<file path="src/include/osr_regs_pkg.sv">
// Register indexes, reset values and decode constants of the record-path
// oversampling and clock-mux register bank.
// Assumes a 32-bit APB slave where each 8-bit register takes one aligned word.
package osr_regs_pkg;

    // APB address width
    localparam int APB_AW = 12;

    // Register indexes; byte address is four times the index
    localparam logic [7:0] IDX_OSR = 8'h14;
    localparam logic [7:0] IDX_CNT_HI = 8'h15;
    localparam logic [7:0] IDX_CNT_LO = 8'h16;
    localparam logic [7:0] IDX_REC_DSP_DECIMATION = 8'h17;
    localparam logic [7:0] IDX_RSVD = 8'h18;
    localparam logic [7:0] IDX_CLKSRC = 8'h19;
    localparam logic [7:0] IDX_DSP_CTRL = 8'h3D;

    // Field widths
    localparam int OSR_W = 8;
    localparam int CNT_HI_W = 7;
    localparam int CNT_LO_W = 8;
    localparam int CNT_W = 15;
    localparam int REC_DSP_DECIMATION_W = 4;
    localparam int CLKSRC_W = 3;

    // Reset values
    localparam logic [OSR_W-1:0] RST_OSR = 8'h80;
    localparam logic [CNT_HI_W-1:0] RST_CNT_HI = 7'h01;
    localparam logic [CNT_LO_W-1:0] RST_CNT_LO = 8'h00;
    localparam logic [REC_DSP_DECIMATION_W-1:0] RST_REC_DSP_DECIMATION = 4'h4;
    localparam logic [CLKSRC_W-1:0] RST_CLKSRC = 3'h0;

    // Control register bit positions
    localparam int DSP_EN_BIT = 0;
    localparam int HI_PEND_BIT = 1;

    // Value that an all-zero code stands for
    localparam logic [OSR_W:0] OSR_ZERO_VAL = 9'h100;
    localparam logic [CNT_W:0] CNT_ZERO_VAL = 16'h8000;
    localparam logic [REC_DSP_DECIMATION_W:0] REC_DSP_DECIMATION_ZERO_VAL = 5'h10;

    // Clock-output divider input sources
    typedef enum logic [CLKSRC_W-1:0] {
        CLKIN_MASTER = 3'b000,
        CLKIN_BIT_CLOCK = 3'b001,
        CLKIN_DATA_IN = 3'b010,
        CLKIN_PLL = 3'b011,
        CLKIN_DAC_CLOCK = 3'b100,
        CLKIN_PLAYBACK_MOD = 3'b101,
        CLKIN_ADC_CLOCK = 3'b110,
        CLKIN_RECORD_MOD = 3'b111
    } clkout_divider_input_t;

    function automatic logic reg_hit(input logic [APB_AW-1:0] addr, input logic [7:0] idx);
        return addr == {{(APB_AW-10){1'b0}}, idx, 2'b00};
    endfunction : reg_hit

endpackage : osr_regs_pkg

</file>
<file path="src/hw/adc_osr_clkmux_regs.sv">
// APB register bank for record-path oversampling, DSP core count and
// decimation, and the clock-output divider source select.
// Assumes an APB master in the CLK domain; registers are 8 bits in 32-bit words.
//
// Implementation choice: the APB interface to the registers.
`timescale 1ns/10ps
module adc_osr_clkmux_regs (
    input wire logic CLK,
    input wire logic RST,
    input wire logic PSEL,
    input wire logic PENABLE,
    input wire logic PWRITE,
    input wire logic [osr_regs_pkg::APB_AW-1:0] PADDR,
    input wire logic [31:0] PWDATA,
    output logic [31:0] PRDATA,
    output logic PREADY,
    output logic PSLVERR,
    output logic [osr_regs_pkg::OSR_W:0] OSR_RATIO,
    output logic [osr_regs_pkg::CNT_W:0] INSTR_COUNT,
    output logic [osr_regs_pkg::REC_DSP_DECIMATION_W:0] REC_DSP_DECIMATION_FACTOR,
    output logic DSP_ACTIVE,
    output osr_regs_pkg::clkout_divider_input_t CLKOUT_SRC
);
    import osr_regs_pkg::*;

    typedef struct packed {
        logic ready;
        logic slverr;
        logic [31:0] rdata;
        logic [OSR_W-1:0] osr;
        logic [CNT_HI_W-1:0] hi_pend;
        logic [CNT_HI_W-1:0] hi_live;
        logic hi_waiting;
        logic [CNT_LO_W-1:0] lo;
        logic [REC_DSP_DECIMATION_W-1:0] rec_dsp_decimation;
        logic [CLKSRC_W-1:0] clksrc;
        logic dsp_en;
    } bank_state_t;

    localparam bank_state_t BANK_RST = '{
        ready: 1'b0,
        slverr: 1'b0,
        rdata: 32'h0000_0000,
        osr: RST_OSR,
        hi_pend: RST_CNT_HI,
        hi_live: RST_CNT_HI,
        hi_waiting: 1'b0,
        lo: RST_CNT_LO,
        rec_dsp_decimation: RST_REC_DSP_DECIMATION,
        clksrc: RST_CLKSRC,
        dsp_en: 1'b0
    };

    bank_state_t q;
    bank_state_t d;

    logic setup;
    logic access;
    logic mapped;
    logic wr_osr;
    logic wr_hi;
    logic wr_lo;
    logic wr_rec_dsp_decimation;
    logic wr_clksrc;
    logic wr_ctrl;
    logic [31:0] rd_word;

    // One wait-free access phase: ready is raised at the setup edge
    assign setup = PSEL && !PENABLE;
    assign access = PSEL && PENABLE && q.ready;

    assign mapped = reg_hit(PADDR, IDX_OSR) || reg_hit(PADDR, IDX_CNT_HI)
        || reg_hit(PADDR, IDX_CNT_LO) || reg_hit(PADDR, IDX_REC_DSP_DECIMATION)
        || reg_hit(PADDR, IDX_RSVD) || reg_hit(PADDR, IDX_CLKSRC)
        || reg_hit(PADDR, IDX_DSP_CTRL);

    assign wr_osr = access && PWRITE && reg_hit(PADDR, IDX_OSR);
    assign wr_hi = access && PWRITE && reg_hit(PADDR, IDX_CNT_HI);
    assign wr_lo = access && PWRITE && reg_hit(PADDR, IDX_CNT_LO);
    assign wr_rec_dsp_decimation = access && PWRITE && reg_hit(PADDR, IDX_REC_DSP_DECIMATION);
    assign wr_clksrc = access && PWRITE && reg_hit(PADDR, IDX_CLKSRC);
    assign wr_ctrl = access && PWRITE && reg_hit(PADDR, IDX_DSP_CTRL);

    // Reserved bits and the reserved word read as zero
    always_comb begin
        rd_word = 32'h0000_0000;
        if (reg_hit(PADDR, IDX_OSR)) begin
            rd_word[OSR_W-1:0] = q.osr;
        end
        if (reg_hit(PADDR, IDX_CNT_HI)) begin
            rd_word[CNT_HI_W-1:0] = q.hi_pend;
        end
        if (reg_hit(PADDR, IDX_CNT_LO)) begin
            rd_word[CNT_LO_W-1:0] = q.lo;
        end
        if (reg_hit(PADDR, IDX_REC_DSP_DECIMATION)) begin
            rd_word[REC_DSP_DECIMATION_W-1:0] = q.rec_dsp_decimation;
        end
        if (reg_hit(PADDR, IDX_CLKSRC)) begin
            rd_word[CLKSRC_W-1:0] = q.clksrc;
        end
        if (reg_hit(PADDR, IDX_DSP_CTRL)) begin
            rd_word[DSP_EN_BIT] = q.dsp_en;
            rd_word[HI_PEND_BIT] = q.hi_waiting;
        end
    end

    always_comb begin
        d = q;
        d.ready = 1'b0;
        d.slverr = 1'b0;
        if (setup) begin
            d.ready = 1'b1;
            d.slverr = !mapped;
            d.rdata = PWRITE ? 32'h0000_0000 : rd_word;
        end
        if (wr_osr) begin
            d.osr = PWDATA[OSR_W-1:0];
        end
        // High half parks until the low half lands
        if (wr_hi) begin
            d.hi_pend = PWDATA[CNT_HI_W-1:0];
            d.hi_waiting = 1'b1;
        end
        if (wr_lo) begin
            d.lo = PWDATA[CNT_LO_W-1:0];
            d.hi_live = q.hi_pend;
            d.hi_waiting = 1'b0;
        end
        // Upper reserved bits of the write are ignored; only bits 3:0 are stored
        if (wr_rec_dsp_decimation) begin
            d.rec_dsp_decimation = PWDATA[REC_DSP_DECIMATION_W-1:0];
        end
        if (wr_clksrc) begin
            d.clksrc = PWDATA[CLKSRC_W-1:0];
        end
        if (wr_ctrl) begin
            d.dsp_en = PWDATA[DSP_EN_BIT];
        end
    end

    always_ff @(posedge CLK or posedge RST) begin
        if (RST) begin
            q <= BANK_RST;
        end else begin
            q <= d;
        end
    end

    rec_dsp_decode u_decode (
        .clk(CLK),
        .rst(RST),
        .osr_code(q.osr),
        .cnt_code({q.hi_live, q.lo}),
        .rec_dsp_decimation_code(q.rec_dsp_decimation),
        .clksrc_code(q.clksrc),
        .dsp_en(q.dsp_en),
        .osr_ratio(OSR_RATIO),
        .instr_count(INSTR_COUNT),
        .rec_dsp_decimation_factor(REC_DSP_DECIMATION_FACTOR),
        .dsp_active(DSP_ACTIVE),
        .clksrc(CLKOUT_SRC)
    );

    assign PRDATA = q.rdata;
    assign PREADY = q.ready;
    assign PSLVERR = q.slverr;

    // Checks on the decoded outputs and the bus timing
    a_osr_zero_max: assert property (@(posedge CLK) disable iff (RST)
        wr_osr && PWDATA[OSR_W-1:0] == '0 |=> ##1 OSR_RATIO == OSR_ZERO_VAL)
        else $error("Oversampling code zero did not give 256");

    a_osr_plain_code: assert property (@(posedge CLK) disable iff (RST)
        wr_osr && PWDATA[OSR_W-1:0] != '0
        |=> ##1 OSR_RATIO == {1'b0, $past(PWDATA[OSR_W-1:0], 2)})
        else $error("Oversampling ratio does not follow its code");

    a_cnt_after_reset: assert property (@(posedge CLK) disable iff (RST)
        $past(RST) |-> {q.hi_live, q.lo} == {RST_CNT_HI, RST_CNT_LO} && !q.hi_waiting)
        else $error("Instruction count not 256 after reset");

    a_cnt_hi_held: assert property (@(posedge CLK) disable iff (RST)
        wr_hi |=> ##1 $stable(INSTR_COUNT) && q.hi_waiting)
        else $error("High half applied before the low half");

    a_cnt_lo_applies: assert property (@(posedge CLK) disable iff (RST)
        wr_lo && q.dsp_en && !wr_ctrl |=> ##1
            INSTR_COUNT[CNT_W-1:0] == {$past(q.hi_pend, 2), $past(PWDATA[CNT_LO_W-1:0], 2)}
            && INSTR_COUNT[CNT_W] == (INSTR_COUNT[CNT_W-1:0] == '0))
        else $error("Low half write did not apply the count");

    a_cnt_zero_max: assert property (@(posedge CLK) disable iff (RST)
        q.dsp_en && q.hi_live == '0 && q.lo == '0 |=> INSTR_COUNT == CNT_ZERO_VAL)
        else $error("All-zero count did not give 32768");

    a_rec_dsp_decimation_decode: assert property (@(posedge CLK) disable iff (RST)
        q.dsp_en |=> REC_DSP_DECIMATION_FACTOR == (($past(q.rec_dsp_decimation) == '0) ? REC_DSP_DECIMATION_ZERO_VAL
            : {1'b0, $past(q.rec_dsp_decimation)}) && REC_DSP_DECIMATION_FACTOR != '0)
        else $error("Decimation factor decode wrong");

    a_gated_idle: assert property (@(posedge CLK) disable iff (RST)
        !q.dsp_en [*2] |-> !DSP_ACTIVE && INSTR_COUNT == '0 && REC_DSP_DECIMATION_FACTOR == '0)
        else $error("Core settings applied while core not selected");

    a_clksrc_follow: assert property (@(posedge CLK) disable iff (RST)
        wr_clksrc |=> ##1 CLKOUT_SRC == clkout_divider_input_t'($past(PWDATA[CLKSRC_W-1:0], 2)))
        else $error("Clock-output source does not follow the select");

    a_rsvd_reads_zero: assert property (@(posedge CLK) disable iff (RST)
        setup && !PWRITE && reg_hit(PADDR, IDX_RSVD) |=> PREADY && PRDATA == '0)
        else $error("Reserved register did not read zero");

    a_apb_one_wait: assert property (@(posedge CLK) disable iff (RST)
        setup |=> PREADY && PSLVERR == !$past(mapped))
        else $error("Access phase not answered in one cycle");

    a_ready_pulse: assert property (@(posedge CLK) disable iff (RST)
        PREADY |=> !PREADY)
        else $error("Ready stood longer than one cycle");

    a_pend_flag: assert property (@(posedge CLK) disable iff (RST)
        wr_hi |=> q.hi_waiting && q.hi_live == $past(q.hi_live))
        else $error("High half not held pending");

    c_hi_then_lo: cover property (@(posedge CLK) disable iff (RST)
        wr_hi ##[2:8] wr_lo);

    c_count_zero: cover property (@(posedge CLK) disable iff (RST)
        INSTR_COUNT == CNT_ZERO_VAL);

    c_unmapped: cover property (@(posedge CLK) disable iff (RST)
        PREADY && PSLVERR);

    c_record_mod_src: cover property (@(posedge CLK) disable iff (RST)
        CLKOUT_SRC == CLKIN_RECORD_MOD);

endmodule : adc_osr_clkmux_regs

</file>
<file path="src/hw/rec_dsp_decode.sv">
// Turns raw register codes into the effective ratio, count and factor values.
// Assumes codes come from registers in the same clock domain.
`timescale 1ns/10ps
module rec_dsp_decode (
    input wire logic clk,
    input wire logic rst,
    input wire logic [osr_regs_pkg::OSR_W-1:0] osr_code,
    input wire logic [osr_regs_pkg::CNT_W-1:0] cnt_code,
    input wire logic [osr_regs_pkg::REC_DSP_DECIMATION_W-1:0] rec_dsp_decimation_code,
    input wire logic [osr_regs_pkg::CLKSRC_W-1:0] clksrc_code,
    input wire logic dsp_en,
    output logic [osr_regs_pkg::OSR_W:0] osr_ratio,
    output logic [osr_regs_pkg::CNT_W:0] instr_count,
    output logic [osr_regs_pkg::REC_DSP_DECIMATION_W:0] rec_dsp_decimation_factor,
    output logic dsp_active,
    output osr_regs_pkg::clkout_divider_input_t clksrc
);
    import osr_regs_pkg::*;

    typedef struct packed {
        logic [OSR_W:0] osr;
        logic [CNT_W:0] cnt;
        logic [REC_DSP_DECIMATION_W:0] rec_dsp_decimation;
        logic active;
        clkout_divider_input_t src;
    } dec_state_t;

    dec_state_t q;
    dec_state_t d;

    always_comb begin
        d = q;
        // Zero code is the top of the range
        d.osr = (osr_code == '0) ? OSR_ZERO_VAL : {1'b0, osr_code};
        d.src = clkout_divider_input_t'(clksrc_code);
        d.active = dsp_en;
        // Gated off so the core never runs on stale settings
        if (dsp_en) begin
            d.cnt = (cnt_code == '0) ? CNT_ZERO_VAL : {1'b0, cnt_code};
            d.rec_dsp_decimation = (rec_dsp_decimation_code == '0) ? REC_DSP_DECIMATION_ZERO_VAL : {1'b0, rec_dsp_decimation_code};
        end else begin
            d.cnt = '0;
            d.rec_dsp_decimation = '0;
        end
    end

    always_ff @(posedge clk or posedge rst) begin
        if (rst) begin
            q <= '{osr: {1'b0, RST_OSR}, cnt: '0, rec_dsp_decimation: '0, active: 1'b0,
                   src: CLKIN_MASTER};
        end else begin
            q <= d;
        end
    end

    assign osr_ratio = q.osr;
    assign instr_count = q.cnt;
    assign rec_dsp_decimation_factor = q.rec_dsp_decimation;
    assign dsp_active = q.active;
    assign clksrc = q.src;

endmodule : rec_dsp_decode

</file>
<file path="config.mk">
export PLATFORM = sky130hd
export DESIGN_NAME = adc_osr_clkmux_regs
export DESIGN_NICKNAME = d
export VERILOG_FILES = /design/src/include/osr_regs_pkg.sv /design/src/hw/adc_osr_clkmux_regs.sv /design/src/hw/rec_dsp_decode.sv
export SDC_FILE = /design/constraint.sdc
export NUM_CORES = 1
export LEC_CHECK = 0
export ABC_AREA = 1
export ABC_CLOCK_PERIOD_IN_PS = 2450
export BUFFER_PORTS_ARGS = -buffer_cell sky130_fd_sc_hd__buf_4
export CAP_MARGIN = 20
export CORE_MARGIN = 2
export CORE_UTILIZATION = 55
export DETAILED_ROUTE_END_ITERATION = 8
export PLACE_DENSITY_LB_ADDON = 0.1
export RECOVER_POWER = 100
export SLEW_MARGIN = 25
export SYNTH_ARGS = -nofsm -noshare
export SYNTH_HDL_FRONTEND = slang
export SYNTH_HIERARCHICAL = 1
export SYNTH_SLANG_ARGS = --single-unit
export TNS_END_PERCENT = 50
</file>
<file path="constraint.sdc">
create_clock -name CLK -period 2.45 [get_ports CLK]
set_clock_uncertainty 0.1 [all_clocks]
set_input_delay 0.3675 -clock CLK [delete_from_list [all_inputs] [get_ports CLK]]
set_output_delay 0.3675 -clock CLK [all_outputs]
set_load 0.02 [all_outputs]
</file>
## Word-level counts from Yosys, hierarchy flattened

Index checks and enable logic that the tools add are counted.

- Flip-flop bits (word level): 107
- Input bits: 49
- Output and inout bits: 68
- Word-level logic and storage cells: 59

- Equal/unequal tests: 7
- Muxes and demuxes: 14
- Reduce and logical (&&, ||, !) cells: 22

Operators with widths:

| operator | count |
|---|---|
| $eq A12 B7 Y1 const B | 6 |
| $mux W34 | 1 |
| $mux W8 | 3 |
| $mux W21 | 1 |
| $mux W9 | 2 |
| $mux W16 | 1 |
| $logic_not A15 Y1 | 1 |
| $eq A12 B8 Y1 const B | 1 |
| $logic_and A1 B1 Y1 | 10 |
| $logic_not A8 Y1 | 1 |
| $mux W7 | 1 |
| $logic_or A1 B1 Y1 | 6 |
| $mux W5 | 1 |
| $logic_not A4 Y1 | 1 |
| $mux W4 | 1 |
| $mux W3 | 1 |
| $logic_not A1 Y1 | 2 |
| $mux W2 | 1 |
| $reduce_bool A2 Y1 | 1 |
| $mux W1 | 1 |

## Depth between registers and ports, before layout

Gate-level depths: netlist of run 1.

- Depth in word-level cells: 9
- Gate-level depth with buffers: 12
- Depth with buffers taken out: 12

## Modules after synthesis

Netlist of run 1, hierarchy kept.

By module, submodules not included:

| module | instances | cells each | area each (um2) | seq. area each (um2) |
|---|---|---|---|---|
| adc_osr_clkmux_regs | 1 | 308 | 2667.6 | 1231.2 |
| rec_dsp_decode | 1 | 109 | 1167.4 | 852.1 |

## Worst setup path after synthesis of run 1

OpenSTA, ideal clock, no wires.

- Path kind: input-to-reg
- Start point: input port PADDR[11] (netlist bit)
- End point: register q[18] (netlist bit)
- Library setup time: 128 ps
- Arrival: 1355 ps
- Data required time: 2222 ps
- Slack: 868 ps
- Stages: 6
- Path buffers: 0
- Cell sequence: nor2_1 -> nand2_1 -> nor2_4 -> nand2_2 -> nor2_4 -> mux2_1

- Longest elaborated chain between the ends: 2

Ends and longest elaborated chain:

| item | RTL line | RTL |
|---|---|---|
| from (decl) | adc_osr_clkmux_regs.sv:13 | `input wire logic [osr_regs_pkg::APB_AW-1:0] PADDR,` |
| $eq A12 B7 Y1 | osr_regs_pkg.sv:55 | `return addr == {{(APB_AW-10){1'b0}}, idx, 2'b00};` |
| $logic_and A1 B1 Y1 | adc_osr_clkmux_regs.sv:79 | `assign wr_lo = access && PWRITE && reg_hit(PADDR, IDX_CNT_LO);` |
| to (signal assigned) | adc_osr_clkmux_regs.sv:144 | `q <= BANK_RST;` |
| to (signal assigned) | adc_osr_clkmux_regs.sv:146 | `q <= d;` |
| to (decl) | adc_osr_clkmux_regs.sv:54 | `bank_state_t q;` |

Every way passes these cells.
A chain may end at the register's enable or synchronous reset.

## Final worst setup path of run 1

- Start point: input port PADDR[9] (netlist bit)
- End point: register q[18] (netlist bit)

The elaborated chain is that of the path after synthesis.

==> results of run 1 <==
-- final cells by class --
| class | count | share of cell area (%) |
|---|---|---|
| Clock buffer | 9 | 2.980 |
| Tap cell | 80 | 2.408 |
| Timing Repair Buffer | 74 | 9.151 |
| Multi-Input combinational cell | 251 | 28.09 |
| Inverter | 59 | 5.388 |
| Clock inverter | 7 | 1.866 |
| Sequential cell | 83 | 50.12 |
-- per-layer routing --
layer	vias up	part of all wire (%)
met5	-	0
met4	0	1.2
met3	8	4.0
met2	75	49
met1	1318	46
li1	1365	-
-- path summary, 6_finish.rpt --
path                               start                                    end
worst max-delay path            PADDR[9]                                  q[18]
worst max register to register      q[0]  u_decode/rec_dsp_decimation_factor[4]
min in group CLK                 PENABLE                                 PREADY
worst min-delay path                 RST  u_decode/rec_dsp_decimation_factor[3]
max in group asynchronous            RST                                   q[9]
worst min register to register      q[0]                    u_decode/dsp_active
-- flip-flops by register name, summed over array words and instances (netlist names) --
register,cells
q,39
u_decode/instr_count,16
u_decode/osr_ratio,9
PRDATA,8
u_decode/rec_dsp_decimation_factor,5
u_decode/clksrc,3
PREADY,1
PSLVERR,1
u_decode/dsp_active,1
-- logic make-up (layout without fill, tap and decap cells) --
logic type / count (synthesis) / after routing / share of synthesized area (%)
simple gates: 165 / 165 / 20.07
buf+inv: 106 / 149 / 14.81
flops: 83 / 83 / 54.32
compound gates: 59 / 59 / 9.821
mux: 3 / 3 / 0.8809
other cells: 1 / 24 / 0.09779
-- cells in the mapped netlist --
| cell | instances |
|---|---|
| conb_1 | 1 |
| nand4_2 | 1 |
| a21oi_2 | 1 |
| a22o_1 | 1 |
| o21ai_2 | 17 |
| clkinv_2 | 2 |
| nand2_1 | 101 |
| buf_4 | 34 |
| nor2_4 | 2 |
| nand4_1 | 3 |
| o21ai_1 | 19 |
| inv_2 | 5 |
| nor3_4 | 1 |
| buf_6 | 3 |
| nor3_1 | 1 |
| nand4_4 | 1 |
| dfstp_2 | 5 |
| buf_12 | 1 |
| dfrtp_1 | 78 |
| buf_2 | 1 |
| nand3_1 | 14 |
| nand2_4 | 3 |
| a31o_2 | 1 |
| inv_1 | 52 |
| a21oi_1 | 3 |
| nor2_2 | 2 |
| nor3b_2 | 1 |
| nor2_8 | 1 |
| clkbuf_1 | 8 |
| o21ai_0 | 15 |
| nor3_2 | 1 |
| o21a_1 | 1 |
| nor2_1 | 29 |
| o2111ai_1 | 1 |
| nand3b_1 | 1 |
| nand2_2 | 3 |
| mux2_1 | 3 |
-- through the flow --
| stage | hold slack [ns] | utilization (%) |
|---|---|---|
| after floorplan | 0.2693 | - |
| after global placement | 0.2588 | 62.65 |
| after detailed placement | 0.2675 | 62.65 |
| after CTS | 0.05847 | 65.63 |
| after global routing | 0.1016 | 61.52 |
| final | 0.04951 | 61.52 |
-- power by group through the flow --
stage	clock [mW]	sequential, mW	combinational, mW
5_1_grt	1.05	1.37	0.155
2_1_floorplan	0	1.40	0.116
3_5_place_dp	0	1.40	0.151
4_1_cts	1.00	1.37	0.151
6_report	0.972	1.37	0.140
3_3_place_gp	0	1.40	0.149
-- cells in the final DEF (no fill, tap or decap), drive strengths merged --
cell type	Yosys	final
a21oi	4	4
a22o	1	1
a31o	1	1
buf	39	25
bufinv	0	1
clkbuf	8	58
clkinv	2	3
clkinvlp	0	5
conb	1	24
dfrtp	78	78
dfstp	5	5
inv	57	57
mux2	3	3
nand2	107	107
nand3	14	14
nand3b	1	1
nand4	5	5
nor2	34	34
nor3	3	3
nor3b	1	1
o2111ai	1	1
o21a	1	1
o21ai	51	51
-- critical path, cell delays in order --
cell	delay, ns
clkbuf_4	0.11
nor2_1	0.09
nand2_1	0.17
nor2_1	0.32
nand2_1	0.20
nor2_1	0.32
mux2_1	0.36
==> impl_metrics.yaml, run 1 <==
clock_tree:
  cts_tree: "built"
  insertion_delay_ns: 0.35
  numCtsBuffers: 9
  cts-hold-fix-buffers: 0
  cts.path.max_buffers: 2
  cts.repair.resized: 0
  ctsHtreeMaxLevel: 3
  cts_post_setup_buffers_inserted: 0
  clock-root-buffer: "clkbuf_8"
  clock-sinks: 83
  clkTransAtPathRegs_ns: 0.09
cells_and_area:
  final_cell_area_um2: 4156
  drive_gt1_share_pct: 14.08
  antennaDiodeCount: 0
  nets: 527
  layout.area.seq_um2: 2083
  nFillCells: 643
  layoutNonFillerInstCount: 563
  multiInputGateArea_um2: 1167
  syn2layout_area_growth_pct: 8.385
routing:
  vias: 2766
  wirelength_um: 7596
  final_antenna_net_count: 0
  viasPerCell: 4.913
  drt_pass1_iterations: 4
  route.detailed.drc: 0
  drt-initial-drc-count: 125
  post_drt_wl_per_cell_um: 13.49
power_and_ir_drop:
  p_leak_nw: 2.308
  combPwrFrac_pct: 5.6
  vdd_drop_max_uv: 246.5
  p_per_area_nw_per_um2: 597.8
  p_total_mw: 2.485
  p_sw_mw: 0.6038
  p_seq_share_pct: 55.2
  p_int_mw: 1.881
  p_clk_share_pct: 39.1
  p_sw_share_pct: 24.30
logic_synthesis:
  synth_cell_types: 37
  syn_area_um2: 3835
  synth_top_area_share_pct: 50.90
  yosys_warnings: 6
  yosys-top-cells-area: "dfrtp_1 51%, nand2_1 9.9%, buf_4 6.7%"
  synth_cells: 417
  syn_area_per_cell_um2: 9.196
  yosysSeqAreaShare_pct: 54.32
  synth_top_cell_by_area: "dfrtp_1"
  synth_seq_cells: 83
critical_path:
  path_max_fanout: 5
  r2r_cells: 4
  critPathCaptureType: "flip-flop"
  crit_type: "in2reg"
  crit_required_ns: 2.58
  crit_arrival_ns: 1.94
  reg2reg_slack_ns: 0.82
  critPathLaunchType: "input pin"
sta:
  period_minus_slack_ns: 1.808
  fin_ws_ns: 0.6418
  slew_headroom_pct: 18.35
  fmax_ghz: 0.5530
  fin_tns_setup_ns: 0
  tightest_slew_ns: 1.225
  setup_viol: 0
  hold_viol: 0
  finalCritPeriodShare_pct: 73.80
  rsz0062_at_grt: "no"
  slew_violations: 0
floorplan:
  num_io_pins: 117
  num_rows: 30
  fp.dieH_um: 87.50
  die_area_um2: 7656
  initial_core_util_pct: 56.76
  die_x_um: 87.50
  core_area_um2: 6756
global_routing:
  grt_pass1_vias: 2548
  met1_usage_pct: 29.16
  grt_max_degree: 50
  grt_use_met3_pct: 1.991
  grtUsageMet2_pct: 34.85
  overflow: 0
  grt_use_total_pct: 21.17
  grt-busiest-layer: "met2"
  antenna_found_initial: 0
  grt_first_pass_wirelength_um: 12210
outcome:
  outcome: "finished clean"
hold_path:
  min_path_type: "in2async"
place:
  place_congestion: 0.9674
  io_buffers: 68
  hpwl_um: 5559
  place_area_um2: 4233
  placed_cells: 547
  place_ws_ns: 0.5998
run:
  cap_violations: 0
(Power assumes the default switching activity.)
==> inputs of run 2 (changes only) <==
- ABC_CLOCK_PERIOD_IN_PS: 2450 -> 1500
- CORE_UTILIZATION: 55 -> 46
- clock period: 2.45 -> 1.5 ns (I/O delays scaled with it)
==> impl_metrics.yaml, run 2 (synthesis gave the netlist of run 1 again) <==
outcome:
  outcome: "finished with violations"
  violations: "setup timing"
cells_and_area:
  nFillCells: 780
  layout.area.seq_um2: 2083
  mostFrequentLayoutCell: "nand2_1"
  largest_reg_flops: 39
  syn2layout_area_growth_pct: 14.58
  multiInputGateArea_um2: 1224
  nets: 545
  final_cell_area_um2: 4394
  top_register: "q"
  drive_gt1_share_pct: 19.76
  antennaDiodeCount: 0
  final_cell_mix: "101 x nand2_1, 78 x dfrtp_1, 51 x inv_1"
sta:
  fmax_ghz: 0.6653
  period_minus_slack_ns: 1.503
  setup_viol: 1
  hold_viol: 0
  fin_ws_ns: -0.003147
  slew_headroom_pct: 48.83
  tightest_slew_ns: 0.7676
  rsz0062_at_grt: "yes"
  slew_violations: 0
  finalCritPeriodShare_pct: 100.2
place:
  place_area_um2: 4422
  place_congestion: 0.8897
  io_buffers: 68
  hpwl_um: 6256
global_routing:
  grt_max_degree: 50
  antenna_found_initial: 0
  grt_use_total_pct: 20.17
  overflow: 0
  grt_first_pass_wirelength_um: 13500
  grt_pass1_vias: 2635
routing:
  wirelength_um: 8480
  vias: 2782
  drt-initial-drc-count: 97
  drt_pass1_iterations: 4
  final_antenna_net_count: 0
  viasPerCell: 4.591
  route.detailed.drc: 0
  post_drt_wl_per_cell_um: 13.99
critical_path:
  r2r_cells: 4
  crit_arrival_ns: 1.64
  crit_required_ns: 1.64
  path_max_fanout: 4
  crit_path_cell_trace: "nand4_1, buf_4, nor2_4, mux2_4"
  r2r_start: "PREADY"
  crit_type: "reg2reg"
  reg2reg_slack_ns: -0.003
  critPathLaunchType: "flip-flop"
  worst_r2r_endpoint: "q[18]"
  critPathCaptureType: "flip-flop"
  slowest_stage: "dfrtp_1"
  cp_slowest_stage_delay_ns: 0.36
power_and_ir_drop:
  p_leak_nw: 2.456
  p_total_mw: 4.158
  vdd_drop_max_uv: 532.2
  p_per_area_nw_per_um2: 946.2
floorplan:
  fp.dieH_um: 95.31
  initial_core_util_pct: 47.15
  num_io_pins: 117
  num_rows: 33
  core_area_um2: 8134
  die_x_um: 95.31
  die_area_um2: 9083
clock_tree:
  cts_tree: "built"
  clock-root-buffer: "clkbuf_8"
  ctsHtreeMaxLevel: 3
  insertion_delay_ns: 0.36
  cts.path.max_buffers: 2
  numCtsBuffers: 9
  clkTransAtPathRegs_ns: 0.09
  clock-sinks: 83
hold_path:
  min_path_type: "in2reg"
  hold_depth: 3
  min_to: "q[38]"
  worstHoldStart: "PWDATA[7]"
run:
  cap_violations: 0
[run 2: cell count changes in the layout (fill, tap and decap cells not counted), sizes merged]
cell and delta:
buf +17, clkinvlp -4, clkbuf +2, clkinv +2, dlygate4sd3 +1
[run 2: how the worst max path moves through the flow]
| stage | from | end | slack [ns] | depth (start not counted) |
|---|---|---|---|---|
| floorplan | PREADY | q[8] | -0.04 | 6 |
| global placement | PADDR[11] | PRDATA[2] | -0.16 | 9 |
| detailed placement | PADDR[11] | PRDATA[0] | -0.17 | 12 |
| CTS | PREADY | q[18] | 0.0006 | 4 |
| global route | PREADY | q[18] | -0.03 | 4 |
| finish | PREADY | q[18] | -0.003 | 4 |
[run 2: layout make-up]
cell class              count  area share [%]
clock buffers              11           3.218
well taps                 105           2.990
flip-flops and latches     83           47.41
repair buffers             92           12.07
inverters                  59           5.097
multi-input cells         251           27.85
clock inverters             5           1.367
[run 2: per-layer routing]
| layer | share of wire, % | up-vias | global-route usage (%) |
|---|---|---|---|
| li1 | - | 1400 | - |
| met1 | 48 | 1297 | 28.37 |
| met2 | 45 | 69 | 30.28 |
| met3 | 4.0 | 16 | 3.557 |
| met4 | 2.5 | 0 | 9.541 |
| met5 | 0 | - | 0 |
[run 2: per-stage QoR]
| stage | util (%) | TNS [ns] | setup WS, ns | std cells | hold WS, ns |
|---|---|---|---|---|---|
| 2_1_floorplan | - | -0.2976 | -0.04020 | 440 | 0.2228 |
| 4_1_cts | 56.96 | 0 | 0.0005520 | 605 | 0.02695 |
| 6_report | 54.02 | -0.003147 | -0.003147 | 606 | 0.04689 |
| 3_3_place_gp | 54.36 | -2.706 | -0.1598 | 588 | 0.1968 |
| 5_1_grt | 54.02 | -0.1436 | -0.02642 | 606 | 0.04957 |
| 3_5_place_dp | 54.36 | -3.063 | -0.1693 | 588 | 0.2044 |
[run 2: power by group]
part           total (mW)  leakage, nW  internal (mW)  switching [mW]
clock                1.66       0.0999          0.822           0.839
combinational       0.255         1.23         0.0735           0.182
sequential           2.24         1.13           2.24         0.00166
total                4.16         2.46           3.14            1.02
[run 2: timing repair]
| item | 4_1_cts | 5_1_grt |
|---|---|---|
| setup buffers | 0 | 1 |
| hold buffers | 1 | 0 |
| pin swaps | 1 | 1 |
| gates resized for setup | 0 | 2 |
| endpoints found under the setup margin | 2 | 2 |
| hold endpoints to repair | 78 | 0 |
[run 2: worst max-delay path, delay by kind of cell (launching register included)]
family,cells,cell delay [ns]
buffers and inverters,1,0.23
flip-flops,1,0.36
AND/OR/NAND/NOR,2,0.39
multiplexers,1,0.31
==> inputs of run 3 (changes only) <==
- ABC_CLOCK_PERIOD_IN_PS: 1500 -> 1750
- CORE_UTILIZATION: 46 -> 55
- CTS_BUF_LIST: unset -> sky130_fd_sc_hd__clkbuf_16
- clock period: 1.5 -> 1.75 ns (I/O delays scaled with it)
==> impl_metrics.yaml, run 3 (synthesis gave the netlist of run 1 again) <==
outcome:
  outcome: "finished clean"
critical_path:
  r2r_cells: 6
  crit_type: "reg2reg"
  crit_required_ns: 1.84
  crit_arrival_ns: 1.70
  reg2reg_slack_ns: 0.14
  critPathCaptureType: "flip-flop"
  path_max_fanout: 24
  critPathLaunchType: "flip-flop"
cells_and_area:
  drive_gt1_share_pct: 14.93
  mostFrequentLayoutCell: "nand2_1"
  final_cell_mix: "101 x nand2_1, 78 x dfrtp_1, 54 x inv_1"
  antennaDiodeCount: 0
  postLayoutCoreUtil_pct: 64.02
  largest_reg_flops: 39
  nets: 533
  syn2layout_area_growth_pct: 12.79
  top_register: "q"
power_and_ir_drop:
  p_sw_mw: 0.8636
  p_clk_share_pct: 47.7
  p_seq_share_pct: 47.2
  p_per_area_nw_per_um2: 942.0
  p_int_mw: 3.211
  p_sw_share_pct: 21.19
  combPwrFrac_pct: 5.1
  p_total_mw: 4.075
  vdd_drop_max_uv: 618.9
  p_leak_nw: 2.394
hold_path:
  hold_depth: 3
  min_path_type: "in2reg"
floorplan:
  die_area_um2: 7656
  num_rows: 30
  num_io_pins: 117
  initial_core_util_pct: 56.76
  fp.dieH_um: 87.50
  core_area_um2: 6756
  die_x_um: 87.50
sta:
  fin_tns_setup_ns: 0
  setup_viol: 0
  slew_violations: 0
  slew_headroom_pct: 44.63
  hold_ws_ns: 0.1126
  tightest_slew_ns: 0.8306
  finalCritPeriodShare_pct: 91.81
  period_minus_slack_ns: 1.607
  hold_viol: 0
  rsz0062_at_grt: "no"
  fmax_ghz: 0.6224
  fin_ws_ns: 0.1434
global_routing:
  grt_max_degree: 35
  grt_pass1_vias: 2662
  antenna_found_initial: 0
  grt_first_pass_wirelength_um: 12740
  grt_use_total_pct: 22.31
  overflow: 0
clock_tree:
  numCtsBuffers: 9
  clock-root-buffer: "clkbuf_16"
  cts-hold-fix-buffers: 1
  cts.repair.resized: 0
  insertion_delay_ns: 0.33
  clkTransAtPathRegs_ns: 0.06
  cts_tree: "built"
  cts_post_setup_buffers_inserted: 0
  clock-sinks: 83
  ctsHtreeMaxLevel: 3
  cts.path.max_buffers: 2
routing:
  drt-initial-drc-count: 169
  final_antenna_net_count: 0
  wl_met2_um: 3694
  wirelength_um: 7954
  vias: 2850
  viasPerCell: 5.009
  drt_pass1_iterations: 5
  route.detailed.drc: 0
  routed-wl-met3_um: 436
  top_layer_used: "met4"
  wl_met1_um: 3549
  post_drt_wl_per_cell_um: 13.98
place:
  place_congestion: 0.8618
  io_buffers: 68
  place_ws_ns: 0.03061
  hpwl_um: 5725
run:
  cap_violations: 0
## run 3: cell count changes in the layout (fill, tap and decap cells not counted), sizes merged
cell      previous run  this run
buf                 42        29
bufinv               1         2
clkbuf              60        59
clkinv               5         6
clkinvlp             1         0
inv                 57        58
## run 3: worst paths after layout
path | start | to
min in group asynchronous | RST | q[23]
setup / recovery | PREADY | q[8]
hold / removal | PWDATA[7] | q[38]
setup reg to reg | PREADY | q[8]
hold reg to reg | q[38] | u_decode/osr_ratio[7]
max in group asynchronous | RST | q[24]
## run 3: per-stage QoR
stage	cell area, µm²	cells
after floorplan	3921	440
after global placement	4283	552
after detailed placement	4283	552
after CTS	4603	569
after global routing	4325	569
final	4325	569
## run 3: power by group through the flow
stage               logic (mW)  registers [mW]  clock network, mW
floorplan                0.162            1.96                  0
global placement         0.216            1.96                  0
detailed placement       0.219            1.96                  0
CTS                      0.222            1.92               1.98
global route             0.229            1.92               2.04
finish                   0.206            1.92               1.94
## run 3: cell type report
class | count | area, µm²
fill | 615 | 2431
sequential | 83 | 2083
multi-input combinational | 251 | 1176
timing repair buffer | 80 | 431.7
clock buffer | 9 | 225.2
inverter | 59 | 224.0
tap | 80 | 100.1
clock inverter | 7 | 85.08
## run 3: worst max-delay path, stage by stage (launching register included)
cell and delay [ns]:
dfrtp_1 0.35, nand4_1 0.21, inv_1 0.28, nand4_2 0.12, clkbuf_4 0.25, nand2_1 0.09, o21ai_0 0.08
## run 3: routing by layer
layer / track usage, % / vias to the layer above
met2: 34.30 / 117
met3: 2.464 / 23
met5: 0 / -
li1: - / 1370
met4: 13.99 / 0
met1: 30.41 / 1340
